<file path="src/rtl/timer_a_pkg.sv">
// Constants and types for the interval and time-base timer
//
// Summary of operation
// - Interval mode counts system prescaler taps /8192,/4096,/2048,/512,/256,/128,/32,/8.
// - Time-base mode gives overflow periods 1 s, 0.5 s, 0.25 s, 31.25 ms.
// - Every counter overflow sets the status flag; the interrupt line follows only when its mask bit is 1.
// - Clock output pin carries one of eight divided clocks or the undivided subclock.
// - Module standby stops the timer independently of the chip.
// - Reset loads the mode register with 10 hex.
// - Source bit 0: select 000-011 system /32../4, 100-111 subclock /32../4.
// - Source bit 1: output carries the undivided subclock.
// - Divided system clock outputs only in active and sleep modes.
// - Divided subclock outputs in active, sleep and subactive modes.
// - Mode register bit 4 reads as 1, writes ignored.
// - Time-base counter is clocked from the subclock prescaler /128, /64, /32 or /4 tap.
// - Counter is eight bits in both modes.
// - Counter increments per tick; FF wraps to 00 and sets overflow flag.
// - Clock select 0xxx system taps, 10xx periods, 11xx holds reset.
// - Time-base with clock select bit 2 set clears counter, and clears prescaler only outside standby.
// - Standby control bit 0 enters standby, 1 releases; reset value 1.
package timer_a_pkg;

  localparam int unsigned ADDR_W = 18;
  localparam int unsigned DATA_W = 32;
  localparam int unsigned REG_W  = 8;

  // Register indices; byte address is four times the index
  localparam logic [15:0] IDX_OUT_SEL    = 16'hff92;
  localparam logic [15:0] IDX_MODE       = 16'hffb0;
  localparam logic [15:0] IDX_COUNTER    = 16'hffb1;
  localparam logic [15:0] IDX_IRQ_STATUS = 16'hffc0;
  localparam logic [15:0] IDX_IRQ_MASK   = 16'hffc1;
  localparam logic [15:0] IDX_CLK_STOP   = 16'hfffa;

  localparam logic [7:0] RST_MODE     = 8'h10;
  localparam logic [7:0] RST_COUNTER  = 8'h00;
  localparam logic [7:0] RST_CLK_STOP = 8'hff;
  localparam logic [7:0] RST_OUT_SEL  = 8'hfe;
  localparam logic [7:0] RST_IRQ_MASK = 8'h00;
  localparam logic [7:0] OUT_SEL_FIXED = 8'hfe;

  localparam int unsigned MODE_RSVD_BIT    = 4;
  localparam int unsigned STANDBY_BIT      = 0;
  localparam int unsigned OUT_SRC_BIT      = 0;
  localparam int unsigned OVF_STATUS_BIT   = 0;

  localparam int unsigned SYS_PRESC_W = 13;
  localparam int unsigned SUB_PRESC_W = 7;

  // Low bits that must be all ones for a tap tick (divide = 2**bits)
  localparam int unsigned SYS_TAP_BITS [8] = '{13, 12, 11, 9, 8, 7, 5, 3};
  // Time-base taps /128,/64,/32,/4 give 1 s,0.5 s,0.25 s,31.25 ms
  localparam int unsigned SUB_TAP_BITS [4] = '{7, 6, 5, 2};
  // Output divider bits for /32,/16,/8,/4
  localparam int unsigned OUT_DIV_BIT  [4] = '{4, 3, 2, 1};

  typedef struct packed {
    logic [2:0] out_sel;
    logic       reserved;
    logic       timebase;
    logic [2:0] clk_sel;
  } mode_reg_t;

  typedef enum logic [1:0] {
    PM_ACTIVE,
    PM_SLEEP,
    PM_SUBACTIVE,
    PM_WATCH
  } power_mode_t;

endpackage : timer_a_pkg

</file>
<file path="src/rtl/interval_timebase_timer.sv">
// Interval / time-base timer with clock output, APB register slave
//
// Implementation choice: the APB slave port.
`timescale 1ns/100ps
module interval_timebase_timer
(
  input  wire logic                                pclk,
  input  wire logic                                presetn,
  input  wire logic                                psel,
  input  wire logic                                penable,
  input  wire logic                                pwrite,
  input  wire logic [timer_a_pkg::ADDR_W-1:0]      paddr,
  input  wire logic [timer_a_pkg::DATA_W-1:0]      pwdata,
  output logic      [timer_a_pkg::DATA_W-1:0]      prdata,
  output logic                                     pready,
  output logic                                     pslverr,
  input  wire logic                                sub_clk,
  input  wire timer_a_pkg::power_mode_t            power_mode,
  output logic                                     clock_output_pin,
  output logic                                     irq
);

  // Register state
  timer_a_pkg::mode_reg_t                  mode_q,      mode_d;
  logic [7:0]                              counter_q,   counter_d;
  logic [7:0]                              clk_stop_q,  clk_stop_d;
  logic                                    out_src_q,   out_src_d;
  logic [7:0]                              status_q,    status_d;
  logic [7:0]                              mask_q,      mask_d;
  logic [timer_a_pkg::SYS_PRESC_W-1:0]     sys_presc_q, sys_presc_d;
  logic [timer_a_pkg::SUB_PRESC_W-1:0]     sub_presc_q, sub_presc_d;
  logic [timer_a_pkg::DATA_W-1:0]          prdata_q,    prdata_d;
  logic                                    pready_q,    pready_d;
  logic                                    pslverr_q,   pslverr_d;
  logic                                    clk_out_q,   clk_out_d;
  logic                                    irq_q,       irq_d;

  // Subclock synchroniser and edge history
  logic sub_meta_q;
  logic sub_sync_q;
  logic sub_prev_q;

  // Decode helpers
  logic                 setup;
  logic                 access;
  logic                 wr_en;
  logic                 rd_en;
  logic                 addr_ok;
  logic [15:0]          idx;
  logic [7:0]           rd_val;
  logic                 sub_edge;
  logic                 standby;
  logic                 sys_run;
  logic                 sub_div_run;
  logic                 tb_hold;
  logic                 sys_tick;
  logic                 sub_tick;
  logic                 cnt_tick;
  logic                 overflow;

  function automatic logic tap_hit
  (
    input logic [timer_a_pkg::SYS_PRESC_W-1:0] cnt,
    input int unsigned                         bits
  );
    logic [timer_a_pkg::SYS_PRESC_W-1:0] m;
    m = '0;
    for (int i = 0; i < int'(timer_a_pkg::SYS_PRESC_W); i++)
    begin
      if (i < int'(bits))
      begin
        m[i] = 1'b1;
      end
    end
    tap_hit = ((cnt & m) == m);
  endfunction : tap_hit

  // Only the second and third stages are looked at by logic
  always_ff @(posedge pclk or negedge presetn)
  begin
    if (!presetn)
    begin
      sub_meta_q <= 1'b0;
      sub_sync_q <= 1'b0;
      sub_prev_q <= 1'b0;
    end
    else
    begin
      sub_meta_q <= sub_clk;
      sub_sync_q <= sub_meta_q;
      sub_prev_q <= sub_sync_q;
    end
  end

  // Bus decode; answer is prepared in the setup cycle
  always_comb
  begin
    setup   = psel && !penable;
    access  = psel && penable && pready_q;
    idx     = paddr[timer_a_pkg::ADDR_W-1:2];
    addr_ok = (paddr[1:0] == 2'h0) &&
              (idx == timer_a_pkg::IDX_OUT_SEL    ||
               idx == timer_a_pkg::IDX_MODE       ||
               idx == timer_a_pkg::IDX_COUNTER    ||
               idx == timer_a_pkg::IDX_IRQ_STATUS ||
               idx == timer_a_pkg::IDX_IRQ_MASK   ||
               idx == timer_a_pkg::IDX_CLK_STOP);
    wr_en   = access && pwrite && !pslverr_q;
    rd_en   = access && !pwrite && !pslverr_q;
  end

  // Read mux; unmapped indices read zero
  always_comb
  begin
    case (idx)
      timer_a_pkg::IDX_OUT_SEL:
        rd_val = timer_a_pkg::OUT_SEL_FIXED | {7'h00, out_src_q};
      timer_a_pkg::IDX_MODE:
        rd_val = {mode_q.out_sel, 1'b1, mode_q.timebase, mode_q.clk_sel};
      timer_a_pkg::IDX_COUNTER:
        rd_val = counter_q;
      timer_a_pkg::IDX_IRQ_STATUS:
        rd_val = status_q;
      timer_a_pkg::IDX_IRQ_MASK:
        rd_val = mask_q;
      timer_a_pkg::IDX_CLK_STOP:
        rd_val = clk_stop_q;
      default:
        rd_val = 8'h00;
    endcase
  end

  // Timing sources
  always_comb
  begin
    sub_edge    = sub_sync_q && !sub_prev_q;
    standby     = !clk_stop_q[timer_a_pkg::STANDBY_BIT];
    // System prescaler stands still when the system clock is stopped
    sys_run     = (power_mode == timer_a_pkg::PM_ACTIVE) ||
                  (power_mode == timer_a_pkg::PM_SLEEP);
    sub_div_run = sys_run ||
                  (power_mode == timer_a_pkg::PM_SUBACTIVE);
    tb_hold     = mode_q.timebase && mode_q.clk_sel[2];
  end

  // Tap ticks; a tick needs all low prescaler bits at one
  always_comb
  begin
    sys_tick    = sys_run &&
                  tap_hit(sys_presc_q,
                          timer_a_pkg::SYS_TAP_BITS[mode_q.clk_sel]);
    sub_tick    = sub_edge &&
                  tap_hit({{(timer_a_pkg::SYS_PRESC_W -
                             timer_a_pkg::SUB_PRESC_W){1'b0}},
                           sub_presc_q},
                          timer_a_pkg::SUB_TAP_BITS[mode_q.clk_sel[1:0]]);
    cnt_tick    = !standby && !tb_hold &&
                  (mode_q.timebase ? sub_tick : sys_tick);
    overflow    = cnt_tick && (counter_q == 8'hff);
  end

  // Bus answer, prepared in the setup cycle so pready never waits
  always_comb
  begin
    prdata_d  = prdata_q;
    pready_d  = 1'b0;
    pslverr_d = 1'b0;
    if (setup)
    begin
      pready_d  = 1'b1;
      pslverr_d = !addr_ok;
      prdata_d  = addr_ok ? {24'h000000, rd_val} : 32'h00000000;
    end
    else if (psel && penable && !pready_q)
    begin
      pready_d = 1'b1;
    end
  end

  always_ff @(posedge pclk or negedge presetn)
  begin
    if (!presetn)
    begin
      prdata_q  <= 32'h00000000;
      pready_q  <= 1'b0;
      pslverr_q <= 1'b0;
    end
    else
    begin
      prdata_q  <= prdata_d;
      pready_q  <= pready_d;
      pslverr_q <= pslverr_d;
    end
  end

  // Software settings; writes land at the access edge only
  always_comb
  begin
    mode_d     = mode_q;
    clk_stop_d = clk_stop_q;
    out_src_d  = out_src_q;
    mask_d     = mask_q;
    if (wr_en)
    begin
      case (idx)
        timer_a_pkg::IDX_MODE:
        begin
          mode_d          = timer_a_pkg::mode_reg_t'(pwdata[7:0]);
          mode_d.reserved = 1'b1;
        end
        timer_a_pkg::IDX_OUT_SEL:
          out_src_d = pwdata[timer_a_pkg::OUT_SRC_BIT];
        timer_a_pkg::IDX_IRQ_MASK:
          mask_d = pwdata[7:0];
        timer_a_pkg::IDX_CLK_STOP:
          clk_stop_d = pwdata[7:0];
        // Counter and status ignore writes without an error
        default:
          mask_d = mask_q;
      endcase
    end
  end

  always_ff @(posedge pclk or negedge presetn)
  begin
    if (!presetn)
    begin
      mode_q     <= timer_a_pkg::mode_reg_t'(timer_a_pkg::RST_MODE);
      clk_stop_q <= timer_a_pkg::RST_CLK_STOP;
      out_src_q  <= timer_a_pkg::RST_OUT_SEL[timer_a_pkg::OUT_SRC_BIT];
      mask_q     <= timer_a_pkg::RST_IRQ_MASK;
    end
    else
    begin
      mode_q     <= mode_d;
      clk_stop_q <= clk_stop_d;
      out_src_q  <= out_src_d;
      mask_q     <= mask_d;
    end
  end

  // Prescalers; standby freezes them instead of clearing
  always_comb
  begin
    sys_presc_d = sys_presc_q;
    sub_presc_d = sub_presc_q;
    if (!standby)
    begin
      if (sys_run)
      begin
        sys_presc_d = sys_presc_q +
                      {{(timer_a_pkg::SYS_PRESC_W-1){1'b0}}, 1'b1};
      end
      // The time-base hold clears this prescaler only while the module runs
      if (tb_hold)
      begin
        sub_presc_d = '0;
      end
      else if (sub_edge)
      begin
        sub_presc_d = sub_presc_q +
                      {{(timer_a_pkg::SUB_PRESC_W-1){1'b0}}, 1'b1};
      end
    end
  end

  always_ff @(posedge pclk or negedge presetn)
  begin
    if (!presetn)
    begin
      sys_presc_q <= '0;
      sub_presc_q <= '0;
    end
    else
    begin
      sys_presc_q <= sys_presc_d;
      sub_presc_q <= sub_presc_d;
    end
  end

  // Eight-bit up counter
  always_comb
  begin
    counter_d = counter_q;
    if (tb_hold)
    begin
      counter_d = 8'h00;
    end
    else if (cnt_tick)
    begin
      counter_d = counter_q + 8'h01;
    end
  end

  always_ff @(posedge pclk or negedge presetn)
  begin
    if (!presetn)
    begin
      counter_q <= timer_a_pkg::RST_COUNTER;
    end
    else
    begin
      counter_q <= counter_d;
    end
  end

  // Sticky status and the interrupt level
  always_comb
  begin
    status_d = status_q;
    // Read clears status; an overflow in the same cycle still lands
    if (rd_en && idx == timer_a_pkg::IDX_IRQ_STATUS)
    begin
      status_d = 8'h00;
    end
    if (overflow)
    begin
      status_d[timer_a_pkg::OVF_STATUS_BIT] = 1'b1;
    end
    // Mask taken as registered, so a mask write acts a cycle later
    irq_d = |(status_d & mask_q);
  end

  always_ff @(posedge pclk or negedge presetn)
  begin
    if (!presetn)
    begin
      status_q <= 8'h00;
      irq_q    <= 1'b0;
    end
    else
    begin
      status_q <= status_d;
      irq_q    <= irq_d;
    end
  end

  // Output mux; standby parks the divided choices low
  always_comb
  begin
    clk_out_d = 1'b0;
    if (out_src_q)
    begin
      clk_out_d = sub_sync_q;
    end
    else if (!standby)
    begin
      if (!mode_q.out_sel[2])
      begin
        clk_out_d = sys_run &&
          sys_presc_q[timer_a_pkg::OUT_DIV_BIT[mode_q.out_sel[1:0]]];
      end
      else
      begin
        clk_out_d = sub_div_run &&
          sub_presc_q[timer_a_pkg::OUT_DIV_BIT[mode_q.out_sel[1:0]]];
      end
    end
  end

  // Registered so the pin never glitches on a select change
  always_ff @(posedge pclk or negedge presetn)
  begin
    if (!presetn)
    begin
      clk_out_q <= 1'b0;
    end
    else
    begin
      clk_out_q <= clk_out_d;
    end
  end

  assign prdata           = prdata_q;
  assign pready           = pready_q;
  assign pslverr          = pslverr_q;
  assign clock_output_pin = clk_out_q;
  assign irq              = irq_q;

endmodule : interval_timebase_timer

</file>
<file path="config.mk">
export PLATFORM = sky130hd
export DESIGN_NAME = interval_timebase_timer
export DESIGN_NICKNAME = d
export VERILOG_FILES = /design/src/rtl/timer_a_pkg.sv /design/src/rtl/interval_timebase_timer.sv
export SDC_FILE = /design/constraint.sdc
export NUM_CORES = 1
export LEC_CHECK = 0
export BUFFER_PORTS_ARGS = -buffer_cell sky130_fd_sc_hd__buf_2
export CAP_MARGIN = 0
export CORE_UTILIZATION = 40
export CTS_BUF_LIST = sky130_fd_sc_hd__clkbuf_8 sky130_fd_sc_hd__clkbuf_16
export DETAILED_ROUTE_END_ITERATION = 6
export GPL_TIMING_DRIVEN = 1
export PLACE_DENSITY = 0.66
export SYNTH_ARGS = -nofsm -noshare
export SYNTH_HDL_FRONTEND = slang
export SYNTH_SLANG_ARGS = --single-unit
</file>
<file path="constraint.sdc">
create_clock -name pclk -period 3 [get_ports pclk]
set_clock_uncertainty 0.1 [all_clocks]
set_input_delay 0.75 -clock pclk [delete_from_list [all_inputs] [get_ports pclk]]
set_output_delay 0.75 -clock pclk [all_outputs]
set_load 0.005 [all_outputs]
</file>
## Word-level counts from Yosys, hierarchy flattened

Memory sizes are Yosys's and may differ from the RTL's.
Index checks and enable logic that the tools add are counted.
W data, S select, Z words.

- Bits in registers: 99
- ROM bits: 256
- Input bits: 58
- Output and inout bits: 36
- Word-level logic and storage cells: 167
- Memories kept: 1

Memories:

| memory | words | width | read ports | clocked after memory_dff | write ports | RTL line | source |
|---|---|---|---|---|---|---|---|
| (no name shown) | 8 | 32 | 1 | 0 | 0 | interval_timebase_timer.sv:151 | `timer_a_pkg::SYS_TAP_BITS[mode_q.clk_sel]);` |

- Add/subtract/negate cells: 3
- Magnitude comparators: 31
- Equality and inequality tests: 11
- Multiplexer cells: 53
- Bitwise gates (word level): 6
- Reduce and logical (&&, ||, !) cells: 44

Operators by type and width:

| operator | number |
|---|---|
| $lt A5 B32 Y1 const A | 10 |
| $lt A4 B32 Y1 const A | 8 |
| $mux W32 | 6 |
| $bmux W32 S2 | 2 |
| $lt A3 B32 Y1 const A | 4 |
| $eq A16 B16 Y1 const B | 6 |
| $lt A1 B32 Y1 const A | 2 |
| $lt A2 B32 Y1 const A | 2 |
| $pmux W8 S6 | 1 |
| $mux W1 | 36 |
| $lt A32 B4 Y1 const B | 1 |
| $lt A32 B5 Y1 const B | 1 |
| $mux W8 | 4 |
| $eq A13 B13 Y1 | 2 |
| $logic_and A1 B1 Y1 | 19 |
| $mux W7 | 2 |
| $add A13 B1 Y13 const B | 1 |
| $and A13 B13 Y13 | 1 |
| $and A7 B13 Y13 | 1 |
| $reduce_and A2 Y1 | 6 |
| $add A8 B1 Y8 const B | 1 |
| $and A8 B8 Y8 | 1 |
| $eq A8 B8 Y1 const B | 1 |
| $reduce_or A8 Y1 | 1 |
| other kinds (13) | 29 |

## Depth between registers and ports, before layout

Gate-level depths: netlist (run 1).

- Depth in word-level cells: 15
- Depth in mapped cells: 9
- Mapped depth without buffers: 8

## Worst setup path before layout (run 1)

No wires, ideal clock.

- Path type: input to register
- From: input port paddr[12] in the netlist's numbering
- To: register prdata_q, in the netlist prdata[0]
- Setup time: 0.065 ns
- Data arrival time: 2.023 ns
- Data required time: 2.835 ns
- Slack: 0.811 ns
- Stages: 7
- Buffers on the path: 1
- Path through: and4_1 > nand2_1 > nor3_4 > o31a_1 > nor2b_1 > buf_4 > a22o_1

- Longest elaborated chain between the ends: 8
- Elaborated cells on any way between the ends: 14
- Classes of those cells: eq/ne: 6; mux: 2; reduce/logical: 6

RTL lines:

| what | RTL line | source |
|---|---|---|
| from (decl) | interval_timebase_timer.sv:12 | `input wire logic [timer_a_pkg::ADDR_W-1:0] paddr,` |
| $eq A16 B16 Y1, on equally long branches | interval_timebase_timer.sv:102, interval_timebase_timer.sv:115, interval_timebase_timer.sv:103 |  |
| $logic_or A1 B1 Y1 | interval_timebase_timer.sv:102 | `(idx == timer_a_pkg::IDX_OUT_SEL \|\|` |
| $logic_or A1 B1 Y1 | interval_timebase_timer.sv:103 | `idx == timer_a_pkg::IDX_MODE \|\|` |
| $logic_or A1 B1 Y1 | interval_timebase_timer.sv:104 | `idx == timer_a_pkg::IDX_COUNTER \|\|` |
| $logic_or A1 B1 Y1 | interval_timebase_timer.sv:105 | `idx == timer_a_pkg::IDX_IRQ_STATUS \|\|` |
| $logic_or A1 B1 Y1 | interval_timebase_timer.sv:106 | `idx == timer_a_pkg::IDX_IRQ_MASK \|\|` |
| $logic_and A1 B1 Y1 | interval_timebase_timer.sv:101 | `addr_ok = (paddr[1:0] == 2'h0) &&` |
| $mux W8 (*) | interval_timebase_timer.sv:172 | `prdata_d = addr_ok ? {24'h000000, rd_val} : 32'h00000000;` |
| to (signal assigned) | interval_timebase_timer.sv:190 | `prdata_q <= prdata_d;` |
| to (decl) | interval_timebase_timer.sv:32 | `logic [timer_a_pkg::DATA_W-1:0] prdata_q, prdata_d;` |

Every way passes the cells marked *; elsewhere a longest branch is shown, timed or not.
A chain may end at the register's enable or synchronous reset.

## Worst setup path after layout (run 1)

- From: register mode_q[0] in the netlist's numbering
- To: register counter_q[6]

- Longest elaborated chain between the ends: 12
- Elaborated cells on any way between the ends: 69
- Classes of those cells: order compare: 26; eq/ne: 2; mux: 32; bitwise: 4; reduce/logical: 4; memory: 1

RTL lines:

| what | RTL line | source |
|---|---|---|
| from (decl) | interval_timebase_timer.sv:24 | `timer_a_pkg::mode_reg_t mode_q, mode_d;` |
| from (signal assigned) | interval_timebase_timer.sv:228 | `mode_q <= timer_a_pkg::mode_reg_t'(timer_a_pkg::RST_MODE);` |
| from (signal assigned) | interval_timebase_timer.sv:235 | `mode_q <= mode_d;` |
| $not A3 Y4 (not written as such) or $not A2 Y3 (tied branches) | interval_timebase_timer.sv:151, interval_timebase_timer.sv:156 |  |
| $mem_v2 Z8 W32 or $bmux W32 S2 (tied branches) | n/a |  |
| $mux W32, on equally long branches (2 in a row) | interval_timebase_timer.sv:151, interval_timebase_timer.sv:156 |  |
| $lt A1 B32 Y1 (tied with other cells) | interval_timebase_timer.sv:70 | `if (i < int'(bits))` |
| $mux W1 | interval_timebase_timer.sv:70 |  |
| $and A13 B13 Y13 or $and A7 B13 Y13 (tied branches) | interval_timebase_timer.sv:75 | `tap_hit = ((cnt & m) == m);` |
| $eq A13 B13 Y1 | interval_timebase_timer.sv:75 |  |
| $logic_and A1 B1 Y1, on equally long branches | interval_timebase_timer.sv:149, interval_timebase_timer.sv:152 |  |
| $mux W1 (*) | interval_timebase_timer.sv:158 | `(mode_q.timebase ? sub_tick : sys_tick);` |
| $logic_and A1 B1 Y1 (*) | interval_timebase_timer.sv:157 | `cnt_tick = !standby && !tb_hold &&` |
| $reduce_bool A2 Y1 (no line) (*) | n/a |  |
| to (signal assigned) | interval_timebase_timer.sv:299 | `counter_q <= timer_a_pkg::RST_COUNTER;` |
| to (signal assigned) | interval_timebase_timer.sv:303 | `counter_q <= counter_d;` |
| to (decl) | interval_timebase_timer.sv:25 | `logic [7:0] counter_q, counter_d;` |

Every way passes the cells marked *; elsewhere a longest branch is shown, timed or not. The select of a mux whose other input is x is not followed.

==> results.md, run 1 <==
CTS:
- Counting every sink on the clock net gives 75.
- Clock tree synthesis inserted a total of 9 buffers.
- The clock latency on the worst-skew pair is 0.35 ns.
- The tree is rooted in a sky130_fd_sc_hd__clkbuf_8.
- Clock-pin slew was measured on the worst setup and hold paths at 0.08 ns.
- The count of hold-fix buffers inserted at cts is 0.
- CTS built an H-tree with a depth of 3.
- TritonCTS built the clock tree.
- The post-cts sizing count is 0.
- The deepest clock path buffer count is 2.
- Once the clock tree was built, the setup fixing pass inserted 0 buffers.

Min path:
- The hold-critical path depth is 0.
- The kind of path behind the tightest hold check is register to register.

Floorplanning:
- From bottom edge to top edge, the die measures 103 um.
- The initial utilization of the core area, before any placement, comes to 41.7%.
- In this run the count of I/O pins placed on the die edge is 94.
- From left edge to right edge, the die measures 103 um.
- The number of rows created at floorplan is 36.
- In this run the standard cell core region covers 9860 um^2.
- The die covers 10700 um^2.

STA:
- The max-slew violation total from the final report is 0.
- Setup violations remaining at the end of the flow were counted as 0.
- The maximum achievable frequency is 0.377 GHz.
- Across all hold checks on the routed design, the worst slack comes to 0.253 ns.
- For the final routed database, the setup TNS stands at 0 ns.
- The worst path in the final design needs a cycle of 2.65 ns, including I/O delays and setup.
- At the pin with the least slew margin, the transition time is 0.922 ns.
- The ratio of final minimum period to clock period is 88.5%.
- Setup repair after global routing left no endpoint under its margin.
- The setup slack after layout is 0.345 ns.
- The final hold violation count is 0.
- The worst max-slew margin expressed relative to the limit is 38.5%.

Place:
- Routability-driven placement finished with a final weighted congestion of 0.832.
- Buffers placed on the I/O ports in this run total 45.
- The detailed placement HPWL is 6560 um.
- At the placement stage, the worst setup path has a slack of 0.358 ns.

Worst setup path:
- On the worst path, the slowest cell contributes a delay of 0.51 ns.
- The endpoint type of the worst setup path is a register.
- For the worst setup path, the data required time is 3.18 ns.
- The critical path is of the register to register type.
- The depth of the critical timing path with buffers and inverters included is 8.
- The cell type of the slowest stage on the worst timing path is sky130_fd_sc_hd__dfrtp_1.
- Traced cell by cell, the critical path runs through inv_1 > ha_1 > nand2b_1 > a31oi_1 > o221ai_1 > o32a_1 > or3_1 > a21oi_1.
- The highest fanout seen on the critical path is 17.
- Grouping stages by cell kind, the critical path spends the most delay in compound AO/OA/AOI/OAI gates.
- For the worst setup path, the data arrival time is 2.83 ns.
- The number of buffers and inverters on the critical path is 1.
- The count of cells along the worst register-to-register path is 8.
- The startpoint class of the critical path is a register.

GRT:
- The total routing resource utilization after global routing is 18.6%.
- The total grt overflow is 0.
- The number of global-route vias before repair came to 2963.
- The met1 track utilization from global routing is 26.4%.
- The pin count of the biggest net entering global routing is 76.
- The global-route met2 utilization is 27.6%.
- After global routing, the most crowded layer is met2.
- The initial antenna violation count is 0.
- The first global-routing pass estimated 14900 um of wire.
- For met3 alone, demand over resource in global routing was 2.69%.

Cells and area:
- The library cell used most frequently in the layout, excluding fill and tap cells, is sky130_fd_sc_hd__dfrtp_1.
- The net count of the finished layout is 509.
- The count of fill cells added during filler insertion is 899.
- The layout cell share with drive strength beyond 1 is 25.6%.
- Leaving out fill and tap cells, the most frequent cells in the layout are 67 x sky130_fd_sc_hd__dfrtp_1, 44 x sky130_fd_sc_hd__buf_2, 27 x sky130_fd_sc_hd__nand2_1, 26 x sky130_fd_sc_hd__nand3_1, 25 x sky130_fd_sc_hd__mux2_2.
- From synthesis to final layout, the design area changed by 13.8%.
- The antenna diode instance count is 0.

Routing:
- The length of the first detailed-routing pass in iterations is 5.
- In this run the remaining antenna-violating nets after routing total 0.
- The average wire per cell in the routed design is 15.7 um.
- The final wirelength is 9050 um.
- After detailed routing, the number of remaining DRC violations is 0.
- For this block, the via count after detailed routing is 3146.
- The detailed router's first-iteration violation count is 170.
- Dividing the detail-routed via count by the number of cells gives 5.44.

Power and ir drop:
- Power spread over the standard cell area amounts to 449 nW/um^2.
- In this run, the combinational gates consume 3.5% of the power.
- The worst-case IR drop observed on VDD is 0.000203 V.
- In this run switching power makes up 20.4% of total power.
- The power dissipated by switching net loads is 430 uW.
- The leakage power summed over all cells is 0.00218 uW.
- Registers are responsible for 48.3% of the overall power.
- Internal power comes to 1670 uW.
- The clock network burns 48.3% of the power.

Synthesis:
- The register area share after synthesis is 45.8%.
- Yosys mapped a number of flops with a built-in enable equal to 0.
- In this run the mean area of a mapped cell was 10.6 um^2.
- The library cell occupying the most area in the post-synthesis netlist is sky130_fd_sc_hd__dfrtp_1.
- The number of cells produced by synthesis is 387.
- The area share of the largest cell type after synthesis is 40.7%.
- The synthesized flop and latch total is 75.
- Sorting the synthesized cells by area gives the leading types as sky130_fd_sc_hd__dfrtp_1 41%, sky130_fd_sc_hd__mux2_2 6.8%, sky130_fd_sc_hd__dfstp_2 5.1%.
- The total standard cell area after synthesis is 4120 um^2.
- After synthesis, the share of flip-flops with an asynchronous set or reset is 100%.
- The number of warning messages in the yosys log is 0.
- The most used flip-flop cell after synthesis is sky130_fd_sc_hd__dfrtp_1.
- The count of distinct cell types in the synthesized netlist is 59.

Outcome:
- The flow ran to the end, and the final reports show no timing, DRC or antenna violations.

Flow run:
- The tool flagged a number of max-cap violations equal to 0.
-- synth_stat cells (9+ instances only) --
| cell type | n |
|---|---|
| sky130_fd_sc_hd__a21oi_1 | 18 |
| sky130_fd_sc_hd__a22o_1 | 9 |
| sky130_fd_sc_hd__a22oi_1 | 19 |
| sky130_fd_sc_hd__buf_4 | 25 |
| sky130_fd_sc_hd__dfrtp_1 | 67 |
| sky130_fd_sc_hd__ha_1 | 11 |
| sky130_fd_sc_hd__inv_1 | 12 |
| sky130_fd_sc_hd__mux2_2 | 25 |
| sky130_fd_sc_hd__nand2_1 | 27 |
| sky130_fd_sc_hd__nand3_1 | 26 |
| sky130_fd_sc_hd__nand4_1 | 9 |
| sky130_fd_sc_hd__nor2_1 | 14 |
| sky130_fd_sc_hd__o21ai_0 | 16 |
-- cell families after synthesis --
kind of cell               count (synthesis)  share of synthesized area (%)
adders and majority gates                 11                           3.34
DFF                                       75                           45.8
muxes                                     32                           9.75
buffers and inverters                     45                           6.65
and+or+nand+nor                          127                           18.0
AOI/OAI and AO/OA                         82                           13.4
xor gates and xnor gates                  14                           2.98
other                                      1                         0.0911
-- final timing paths --
check | startpoint | endpoint | slack [ns]
worst max-delay path | mode_q[0] | counter_q[6] | 0.35
worst max register to register | mode_q[0] | counter_q[6] | 0.35
worst min-delay path | sub_meta_q | sub_sync_q | 0.25
min in group asynchronous | presetn | sub_presc_q[3] | 0.43
max in group asynchronous | presetn | sys_presc_q[11] | 1.77
worst min register to register | sub_meta_q | sub_sync_q | 0.25
-- metrics by stage --
| step | cells | utilization, % | area, um^2 | power [uW] |
|---|---|---|---|---|
| 2_1_floorplan | 410 | - | 4200 | 1080 |
| 3_3_place_gp | 562 | 44.8 | 4420 | 1110 |
| 3_5_place_dp | 562 | 44.8 | 4420 | 1110 |
| 4_1_cts | 578 | 47.5 | 4680 | 2130 |
| 5_1_grt | 578 | 47.5 | 4680 | 2180 |
| 6_report | 578 | 47.5 | 4680 | 2100 |
-- flip-flops by register name, summed over array words and instances, names as in the netlist, 7 cells and up --
register	cells
counter_q	8
prdata	8
mask_q	8
sys_presc_q	13
status_q	8
sub_presc_q	7
clk_stop_q	8
mode_q	7
-- worst register-to-register path, cell delays in order (launching register included) --
cell	delay [ns]
sky130_fd_sc_hd__dfrtp_1	0.51
sky130_fd_sc_hd__inv_1	0.15
sky130_fd_sc_hd__ha_1	0.36
sky130_fd_sc_hd__nand2b_1	0.17
sky130_fd_sc_hd__a31oi_1	0.19
sky130_fd_sc_hd__o221ai_1	0.15
sky130_fd_sc_hd__o32a_1	0.38
sky130_fd_sc_hd__or3_1	0.41
sky130_fd_sc_hd__a21oi_1	0.16
-- layer usage --
| layer | up-vias | part of all wire [%] | routed length, um |
|---|---|---|---|
| li1 | 1482 | - | - |
| met1 | 1557 | 48 | 4320 |
| met2 | 88 | 45 | 4110 |
| met3 | 19 | 4.2 | 379 |
| met4 | 0 | 2.6 | 239 |
| met5 | - | 0 | 0 |
-- power groups by stage --
stage	logic [uW]	clock network (uW)	registers, uW
finish	72.6	1020	1020
global route	86.0	1080	1020
CTS	74.4	1040	1020
detailed placement	74.1	0	1040
global placement	73.0	0	1040
floorplan	42.1	0	1040
-- layout make-up --
| cell class | count | area (um^2) | share of cell area, % |
|---|---|---|---|
| inverters | 13 | 50.0 | 1.07 |
| multi-input cells | 290 | 2040 | 43.6 |
| well taps | 133 | 166 | 3.55 |
| flip-flops and latches | 75 | 1890 | 40.3 |
| clock buffers | 9 | 124 | 2.64 |
| clock inverters | 7 | 141 | 3.02 |
| repair buffers | 51 | 273 | 5.82 |
No activity file was read; power rests on OpenSTA's default activity.
==> inputs of run 2 (changes only) <==
==> constraint.sdc (replaced) <==
create_clock -name pclk -period 3.3 [get_ports pclk]
set_clock_uncertainty 0.1 [all_clocks]
set_input_delay 0.825 -clock pclk [delete_from_list [all_inputs] [get_ports pclk]]
set_output_delay 0.825 -clock pclk [all_outputs]
set_load 0.005 [all_outputs]
==> run 2 against run 1 <==
Against the previous run: total power down 13%; hold slack better by 0.0011 ns; final cell count down 0.35%; utilization down 0.41 points; sequential power down 9%; non-clock buffer count down 2; design area down 0.85%; largest cell class unchanged.
==> results.md, run 2 (same netlist as run 1, synthesis figures left out) <==
Outcome:
- Outcome: completed (unchanged).

Cells and area:
- The register containing the most flip-flops in the final layout was sys_presc_q (unchanged).
- The count of fill cells added during filler insertion is 913 (was 899).
- The number of cells in the finished layout apart from fillers is 576 (was 578).
- The flip-flop count of the largest register after layout is 13 (unchanged).
- The synthesis-to-finish area growth was 12.8% (was 13.8%).
- Most used cells in the layout excluding fill and tap cells: 67 x sky130_fd_sc_hd__dfrtp_1, 44 x sky130_fd_sc_hd__buf_2, 27 x sky130_fd_sc_hd__nand2_1, 26 x sky130_fd_sc_hd__nand3_1, 25 x sky130_fd_sc_hd__mux2_2 (unchanged).
- The net count reported at finish is 507 (was 509).
- The leading cell type in the layout, fill and taps excluded is sky130_fd_sc_hd__dfrtp_1 (unchanged).
- The layout cell share with drive strength beyond 1 is 25.5% (was 25.6%).
- The antenna diode instance count came to 0 (unchanged).

Worst setup path:
- The worst stage delay on the critical path is 0.51 ns (about the same).
- The required arrival time at the worst endpoint was 3.47 ns (was 3.18 ns).
- The critical register-to-register path endpoint is counter_q[6] (unchanged).
- The capturing instance or port of the critical path is counter_q[6] (unchanged).
- The number of buffers and inverters on the critical path was 1 (unchanged).
- The minimum setup slack among reg-to-reg paths is 0.62 ns (was 0.35 ns).
- The kind of cell with the highest combined delay on the critical path is compound AO/OA/AOI/OAI gates (unchanged).
- The endpoint type of the worst setup path is a register (unchanged).
- The count of cells along the worst register-to-register path came to 8 (unchanged).
- The highest fanout seen on the critical path is 17 (unchanged).
- The data arrival time of the critical path is 2.85 ns (was 2.83 ns).
- The depth of the critical timing path with buffers and inverters included was 8 (unchanged).
- Cell-by-cell trace of the critical path: inv_1 > ha_1 > nand2b_1 > a31oi_1 > o221ai_1 > o32a_1 > or3_1 > a21oi_1 (unchanged).
- The launch point of the critical path is mode_q[0] (unchanged).
- The startpoint class of the critical path is a register (unchanged).
- The cell type of the slowest stage on the worst timing path is sky130_fd_sc_hd__dfrtp_1 (unchanged).
- The critical setup path kind is register to register (unchanged).
- The startpoint of the most critical register-to-register path is mode_q[0] (unchanged).

GRT:
- The first-pass GRT wire length is 14400 um (was 14900 um).
- The initial antenna violation count came to 0 (unchanged).
- The pin count of the biggest net entering global routing is 76 (unchanged).
- The total routing resource utilization after global routing is 17.9% (was 18.6%).
- The total grt overflow is 0 (unchanged).
- The number of global-route vias before repair was 2918 (was 2963).

CTS:
- The maximum level of the CTS H-tree was 3 (unchanged).
- The post-cts sizing count is 0 (unchanged).
- The clock tree from TritonCTS is built (unchanged).
- The number of clock buffers inserted by TritonCTS is 9 (unchanged).
- The number of sinks on the clock net is 75 (unchanged).
- The clock tree root buffer cell is sky130_fd_sc_hd__clkbuf_8 (unchanged).
- The post-CTS repair timing setup buffer count is 0 (unchanged).
- The count of hold-fix buffers inserted at cts is 0 (unchanged).
- The deepest clock path buffer count is 2 (unchanged).
- The clock latency on the worst-skew pair was 0.35 ns (about the same).
- The clock input transition at the sequential cells of the worst setup and hold paths is 0.07 ns (was 0.08 ns).

Floorplanning:
- The area of the core is 9860 um^2 (unchanged).
- The die height is 103 um (unchanged).
- The area of the die is 10700 um^2 (unchanged).
- The width of the die is 103 um (unchanged).
- The number of rows created at floorplan was 36 (unchanged).
- The I/O pin count is 94 (unchanged).
- The starting density of the core is 41.7% (unchanged).

STA:
- The maximum achievable frequency was 0.373 GHz (was 0.377 GHz).
- The max-slew violation total from the final report came to 0 (unchanged).
- The worst max-slew margin expressed relative to the limit is 36.8% (was 38.5%).
- The clock period minus final worst setup slack is 2.68 ns (was 2.65 ns).
- The sum of negative setup slack is 0 ns (unchanged).
- The actual slew at the worst max-slew pin is 0.948 ns (was 0.922 ns).
- The final hold violation count is 0 (unchanged).
- Setup repair after global routing missed its margin: no (unchanged).
- The ratio of final minimum period to clock period was 81.2% (was 88.5%).
- The final-report setup violation count was 0 (unchanged).

Routing:
- The number of nets with antenna violations after routing is 0 (unchanged).
- The per-cell via count in the routed design came to 5.48 (was 5.44).
- The routed via count is 3156 (was 3146).
- The final wirelength came to 8950 um (was 9050 um).
- The detailed router's first-iteration violation count is 159 (was 170).
- The average wire per cell in the routed design is 15.5 um (was 15.7 um).
- The remaining design rule violation count is 0 (unchanged).
- The length of the first detailed-routing pass in iterations is 5 (unchanged).

Power and ir drop:
- The worst vdd rail ir drop was 0.000232 V (was 0.000203 V).
- The cell area power density was 394 nW/um^2 (was 449 nW/um^2).
- The leakage power summed over all cells was 0.00216 uW (was 0.00218 uW).

Place:
- The number of buffers inserted by port buffering is 45 (unchanged).
- The cell count after placement is 560 (was 562).
- The detailed placement HPWL was 6500 um (was 6560 um).
- The routability-driven placement congestion ratio is 0.825 (was 0.832).

Min path:
- The kind of path behind the tightest hold check is register to register (unchanged).

Flow run:
- The count of max-cap constraint violations is 0 (unchanged).
-- run 2: changes by cell type in the layout (fill, tap and decap cells not counted), sizes merged --
cell	previous run	this run
buf	51	49
bufinv	4	3
clkinv	3	4
clkinvlp	0	1
inv	13	12
-- run 2: worst min-delay path by stage --
stage                     startpoint          to  slack (ns)  cells past startpoint
after CTS                 sub_meta_q  sub_sync_q        0.25                      0
after global placement    sub_meta_q  sub_sync_q        0.23                      0
after detailed placement  sub_meta_q  sub_sync_q        0.24                      0
after floorplan           sub_meta_q  sub_sync_q        0.23                      0
after global routing      sub_meta_q  sub_sync_q        0.27                      0
final                     sub_meta_q  sub_sync_q        0.25                      0
-- run 2: layout make-up --
| class | count | area (um^2) | area share [%] |
|---|---|---|---|
| Multi-Input combinational cell | 290 | 2040 | 44.0 |
| Inverter | 13 | 50.0 | 1.08 |
| Clock inverter | 7 | 116 | 2.51 |
| Clock buffer | 9 | 124 | 2.67 |
| Tap cell | 133 | 166 | 3.58 |
| Timing Repair Buffer | 49 | 258 | 5.55 |
| Sequential cell | 75 | 1890 | 40.6 |
-- run 2: where the power goes --
group | total, uW | internal (uW) | leakage, uW | switching, uW
registers | 924 | 922 | 0.000957 | 1.66
logic | 66.4 | 21.1 | 0.00108 | 45.4
clock network | 839 | 501 | 0.000119 | 338
total | 1830 | 1440 | 0.00216 | 385
-- run 2: metal layers --
layer	track usage [%]	wire length, um	vias to the layer above
met4	6.18	94	0
met5	0	0	-
met1	26.5	4420	1575
met3	2.82	330	9
met2	26.6	4100	94
li1	-	-	1478
-- run 2: through the flow --
stage | setup slack [ns] | hold WS (ns) | total power, uW | util, % | cell area (um^2)
floorplan | 1.04 | 0.231 | 980 | - | 4200
global placement | 0.671 | 0.232 | 1010 | 44.6 | 4400
detailed placement | 0.646 | 0.237 | 1010 | 44.6 | 4400
CTS | 0.634 | 0.254 | 1850 | 47.1 | 4640
global route | 0.392 | 0.265 | 1910 | 47.1 | 4640
finish | 0.620 | 0.254 | 1830 | 47.1 | 4640
-- run 2: worst register-to-register path: stages, from the launching register on --
cell	delay [ns]
sky130_fd_sc_hd__dfrtp_1	0.51
sky130_fd_sc_hd__inv_1	0.15
sky130_fd_sc_hd__ha_1	0.37
sky130_fd_sc_hd__nand2b_1	0.17
sky130_fd_sc_hd__a31oi_1	0.20
sky130_fd_sc_hd__o221ai_1	0.17
sky130_fd_sc_hd__o32a_1	0.38
sky130_fd_sc_hd__or3_1	0.42
sky130_fd_sc_hd__a21oi_1	0.14
==> inputs of run 3 (changes only) <==
==> constraint.sdc (replaced) <==
create_clock -name pclk -period 2.6 [get_ports pclk]
set_clock_uncertainty 0.1 [all_clocks]
set_input_delay 0.65 -clock pclk [delete_from_list [all_inputs] [get_ports pclk]]
set_output_delay 0.65 -clock pclk [all_outputs]
set_load 0.005 [all_outputs]
==> run 3 against run 2 <==
Against the previous run: sequential share of layout area is 0.57 points lower; critical path depth unchanged; clock power increased by 18%; global-route usage rose by 0.77 points.
==> results.md, run 3 (same netlist as run 1, synthesis figures left out) <==
Outcome:
- Outcome: completed (unchanged).

Cells and area:
- The register containing the most flip-flops in the final layout is sys_presc_q (unchanged).
- Most used cells in the layout excluding fill and tap cells: 67 x sky130_fd_sc_hd__dfrtp_1, 44 x sky130_fd_sc_hd__buf_2, 27 x sky130_fd_sc_hd__nand2_1, 26 x sky130_fd_sc_hd__nand3_1, 25 x sky130_fd_sc_hd__mux2_2 (unchanged).
- The final standard cell utilization of the core is 47.8% (was 47.1%).
- The net count reported at finish was 517 (was 507).
- The count of fill cells added during filler insertion is 940 (was 913).
- The final cell area excluding filler cells is 4710 um^2 (was 4640 um^2).
- The antenna diode instance count is 0 (unchanged).
- The layout cell share with drive strength beyond 1 is 26.9% (was 25.5%).
- The leading cell type in the layout, fill and taps excluded is sky130_fd_sc_hd__dfrtp_1 (unchanged).
- The flip-flop count of the largest register after layout is 13 (unchanged).
- The synthesis-to-finish area growth is 14.4% (was 12.8%).

GRT:
- The total routing resource utilization after global routing is 18.7% (was 17.9%).
- The met1 track utilization from global routing came to 25.7% (was 26.5%).
- The pin count of the biggest net entering global routing came to 44 (was 76).
- The initial antenna violation count is 0 (unchanged).
- The first-pass GRT wire length is 15000 um (was 14400 um).
- The global-route met2 utilization came to 29.1% (was 26.6%).
- The number of global-route vias before repair is 3036 (was 2918).
- The total grt overflow is 0 (unchanged).
- The routing usage on met3 is 3.23% (was 2.82%).
- The most congested layer reported by global routing is met2 (unchanged).

Flow run:
- The count of max-cap constraint violations is 0 (unchanged).

Worst setup path:
- The critical register-to-register path endpoint is counter_q[5] (was counter_q[6]).
- The required arrival time at the worst endpoint is 2.77 ns (was 3.47 ns).
- The endpoint type of the worst setup path is a register (unchanged).
- The highest fanout seen on the critical path is 17 (unchanged).
- The worst stage delay on the critical path is 0.41 ns (was 0.51 ns).
- The startpoint class of the critical path is a register (unchanged).
- The kind of cell with the highest combined delay on the critical path is compound AO/OA/AOI/OAI gates (unchanged).
- The startpoint of the most critical register-to-register path is mode_q[0] (unchanged).
- The count of cells along the worst register-to-register path is 8 (unchanged).
- The cell type of the slowest stage on the worst timing path is sky130_fd_sc_hd__or3_1 (was sky130_fd_sc_hd__dfrtp_1).
- The number of buffers and inverters on the critical path came to 1 (unchanged).
- The data arrival time of the critical path is 2.62 ns (was 2.85 ns).
- The critical setup path kind is register to register (unchanged).
- Cell-by-cell trace of the critical path: inv_1 > ha_1 > nand2b_1 > a31oi_1 > o221ai_1 > o32a_1 > or3_1 > a21oi_1 (unchanged).
- The minimum setup slack among reg-to-reg paths is 0.15 ns (was 0.62 ns).

Routing:
- The final wirelength is 9120 um (was 8950 um).
- The average wire per cell in the routed design was 15.6 um (was 15.5 um).
- The routed via count is 3184 (was 3156).
- The number of nets with antenna violations after routing was 0 (unchanged).
- The detailed router's first-iteration violation count is 180 (was 159).
- The per-cell via count in the routed design is 5.43 (was 5.48).
- The length of the first detailed-routing pass in iterations is 5 (unchanged).
- The remaining design rule violation count came to 0 (unchanged).

CTS:
- The post-CTS repair timing setup buffer count is 0 (unchanged).
- The count of hold-fix buffers inserted at cts is 0 (unchanged).
- The post-cts sizing count came to 0 (unchanged).
- The clock tree root buffer cell is sky130_fd_sc_hd__clkbuf_8 (unchanged).
- The clock input transition at the sequential cells of the worst setup and hold paths came to 0.08 ns (was 0.07 ns).
- The clock latency on the worst-skew pair came to 0.35 ns (about the same).
- The maximum level of the CTS H-tree is 3 (unchanged).
- The number of sinks on the clock net is 75 (unchanged).
- The deepest clock path buffer count is 2 (unchanged).
- The clock tree from TritonCTS is built (unchanged).
- The number of clock buffers inserted by TritonCTS is 9 (unchanged).

Place:
- The routability-driven placement congestion ratio was 0.813 (was 0.825).
- The detailed placement HPWL is 6800 um (was 6500 um).
- The number of buffers inserted by port buffering is 45 (unchanged).
- The placed cell area is 4490 um^2 (was 4400 um^2).

Floorplanning:
- The number of rows created at floorplan is 36 (unchanged).
- The I/O pin count is 94 (unchanged).
- The area of the die came to 10700 um^2 (unchanged).
- The die height came to 103 um (unchanged).
- The width of the die is 103 um (unchanged).
- The area of the core is 9860 um^2 (unchanged).
- The starting density of the core is 41.7% (unchanged).

STA:
- The worst max-slew margin expressed relative to the limit is 62.7% (was 36.8%).
- The final-report setup violation count came to 0 (unchanged).
- Setup repair after global routing missed its margin: no (unchanged).
- The worst slack on hold paths is 0.190 ns (was 0.254 ns).
- The final hold violation count is 0 (unchanged).
- The sum of negative setup slack came to 0 ns (unchanged).
- The max-slew violation total from the final report is 0 (unchanged).
- The ratio of final minimum period to clock period was 94.4% (was 81.2%).
- The actual slew at the worst max-slew pin is 0.559 ns (was 0.948 ns).
- The clock period minus final worst setup slack is 2.45 ns (was 2.68 ns).
- The maximum achievable frequency came to 0.408 GHz (was 0.373 GHz).

Min path:
- The kind of path behind the tightest hold check is input pin to async pin (was register to register).

Power and ir drop:
- The overall power of the completed layout was 2260 uW (was 1830 uW).
- The leakage power summed over all cells is 0.00221 uW (was 0.00216 uW).
- The cell area power density was 479 nW/um^2 (was 394 nW/um^2).
- The worst vdd rail ir drop is 0.000184 V (was 0.000232 V).
-- run 3: worst max path at each step --
stage                   from            to  depth (start not counted)  slack (ns)
2_1_floorplan      mode_q[0]  counter_q[5]                          8        0.43
3_3_place_gp   power_mode[1]  counter_q[5]                          7        0.17
3_5_place_dp   power_mode[1]  counter_q[5]                          7        0.12
4_1_cts            mode_q[0]  counter_q[5]                          8        0.16
5_1_grt            mode_q[0]  counter_q[5]                          8        0.04
6_report           mode_q[0]  counter_q[5]                          8        0.15
-- run 3: report_power, final --
| group | switching (uW) | internal (uW) | leakage, uW |
|---|---|---|---|
| clock network | 434 | 560 | 0.000113 |
| logic | 58.7 | 30.8 | 0.00114 |
| registers | 1.98 | 1170 | 0.000957 |
| total | 495 | 1760 | 0.00221 |
-- run 3: worst register-to-register path, stage by stage (launching register included) --
cell and delay (ns):
sky130_fd_sc_hd__dfrtp_1 0.38, sky130_fd_sc_hd__inv_1 0.13, sky130_fd_sc_hd__ha_1 0.29, sky130_fd_sc_hd__nand2b_1 0.17, sky130_fd_sc_hd__a31oi_1 0.20, sky130_fd_sc_hd__o221ai_1 0.16, sky130_fd_sc_hd__o32a_1 0.38, sky130_fd_sc_hd__or3_1 0.42
sky130_fd_sc_hd__a21oi_1 0.16
-- run 3: layout make-up --
| cell class | count | area, um^2 | area share, % |
|---|---|---|---|
| well taps | 133 | 166 | 3.53 |
| multi-input cells | 290 | 2040 | 43.4 |
| flip-flops and latches | 75 | 1890 | 40.1 |
| inverters | 13 | 50.0 | 1.06 |
| clock inverters | 6 | 81.3 | 1.73 |
| clock buffers | 10 | 138 | 2.92 |
| repair buffers | 59 | 345 | 7.33 |
-- run 3: layer usage --
layer / up-vias / part of all wire [%]
met5: - / 0
met4: 0 / 1.7
met3: 13 / 5.0
met2: 97 / 47
met1: 1575 / 46
li1: 1499 / -
-- run 3: through the flow --
step           instances  worst slack [ns]
2_1_floorplan        410             0.432
3_3_place_gp         570             0.166
3_5_place_dp         570             0.125
4_1_cts              586             0.160
5_1_grt              586            0.0396
6_report             586             0.147
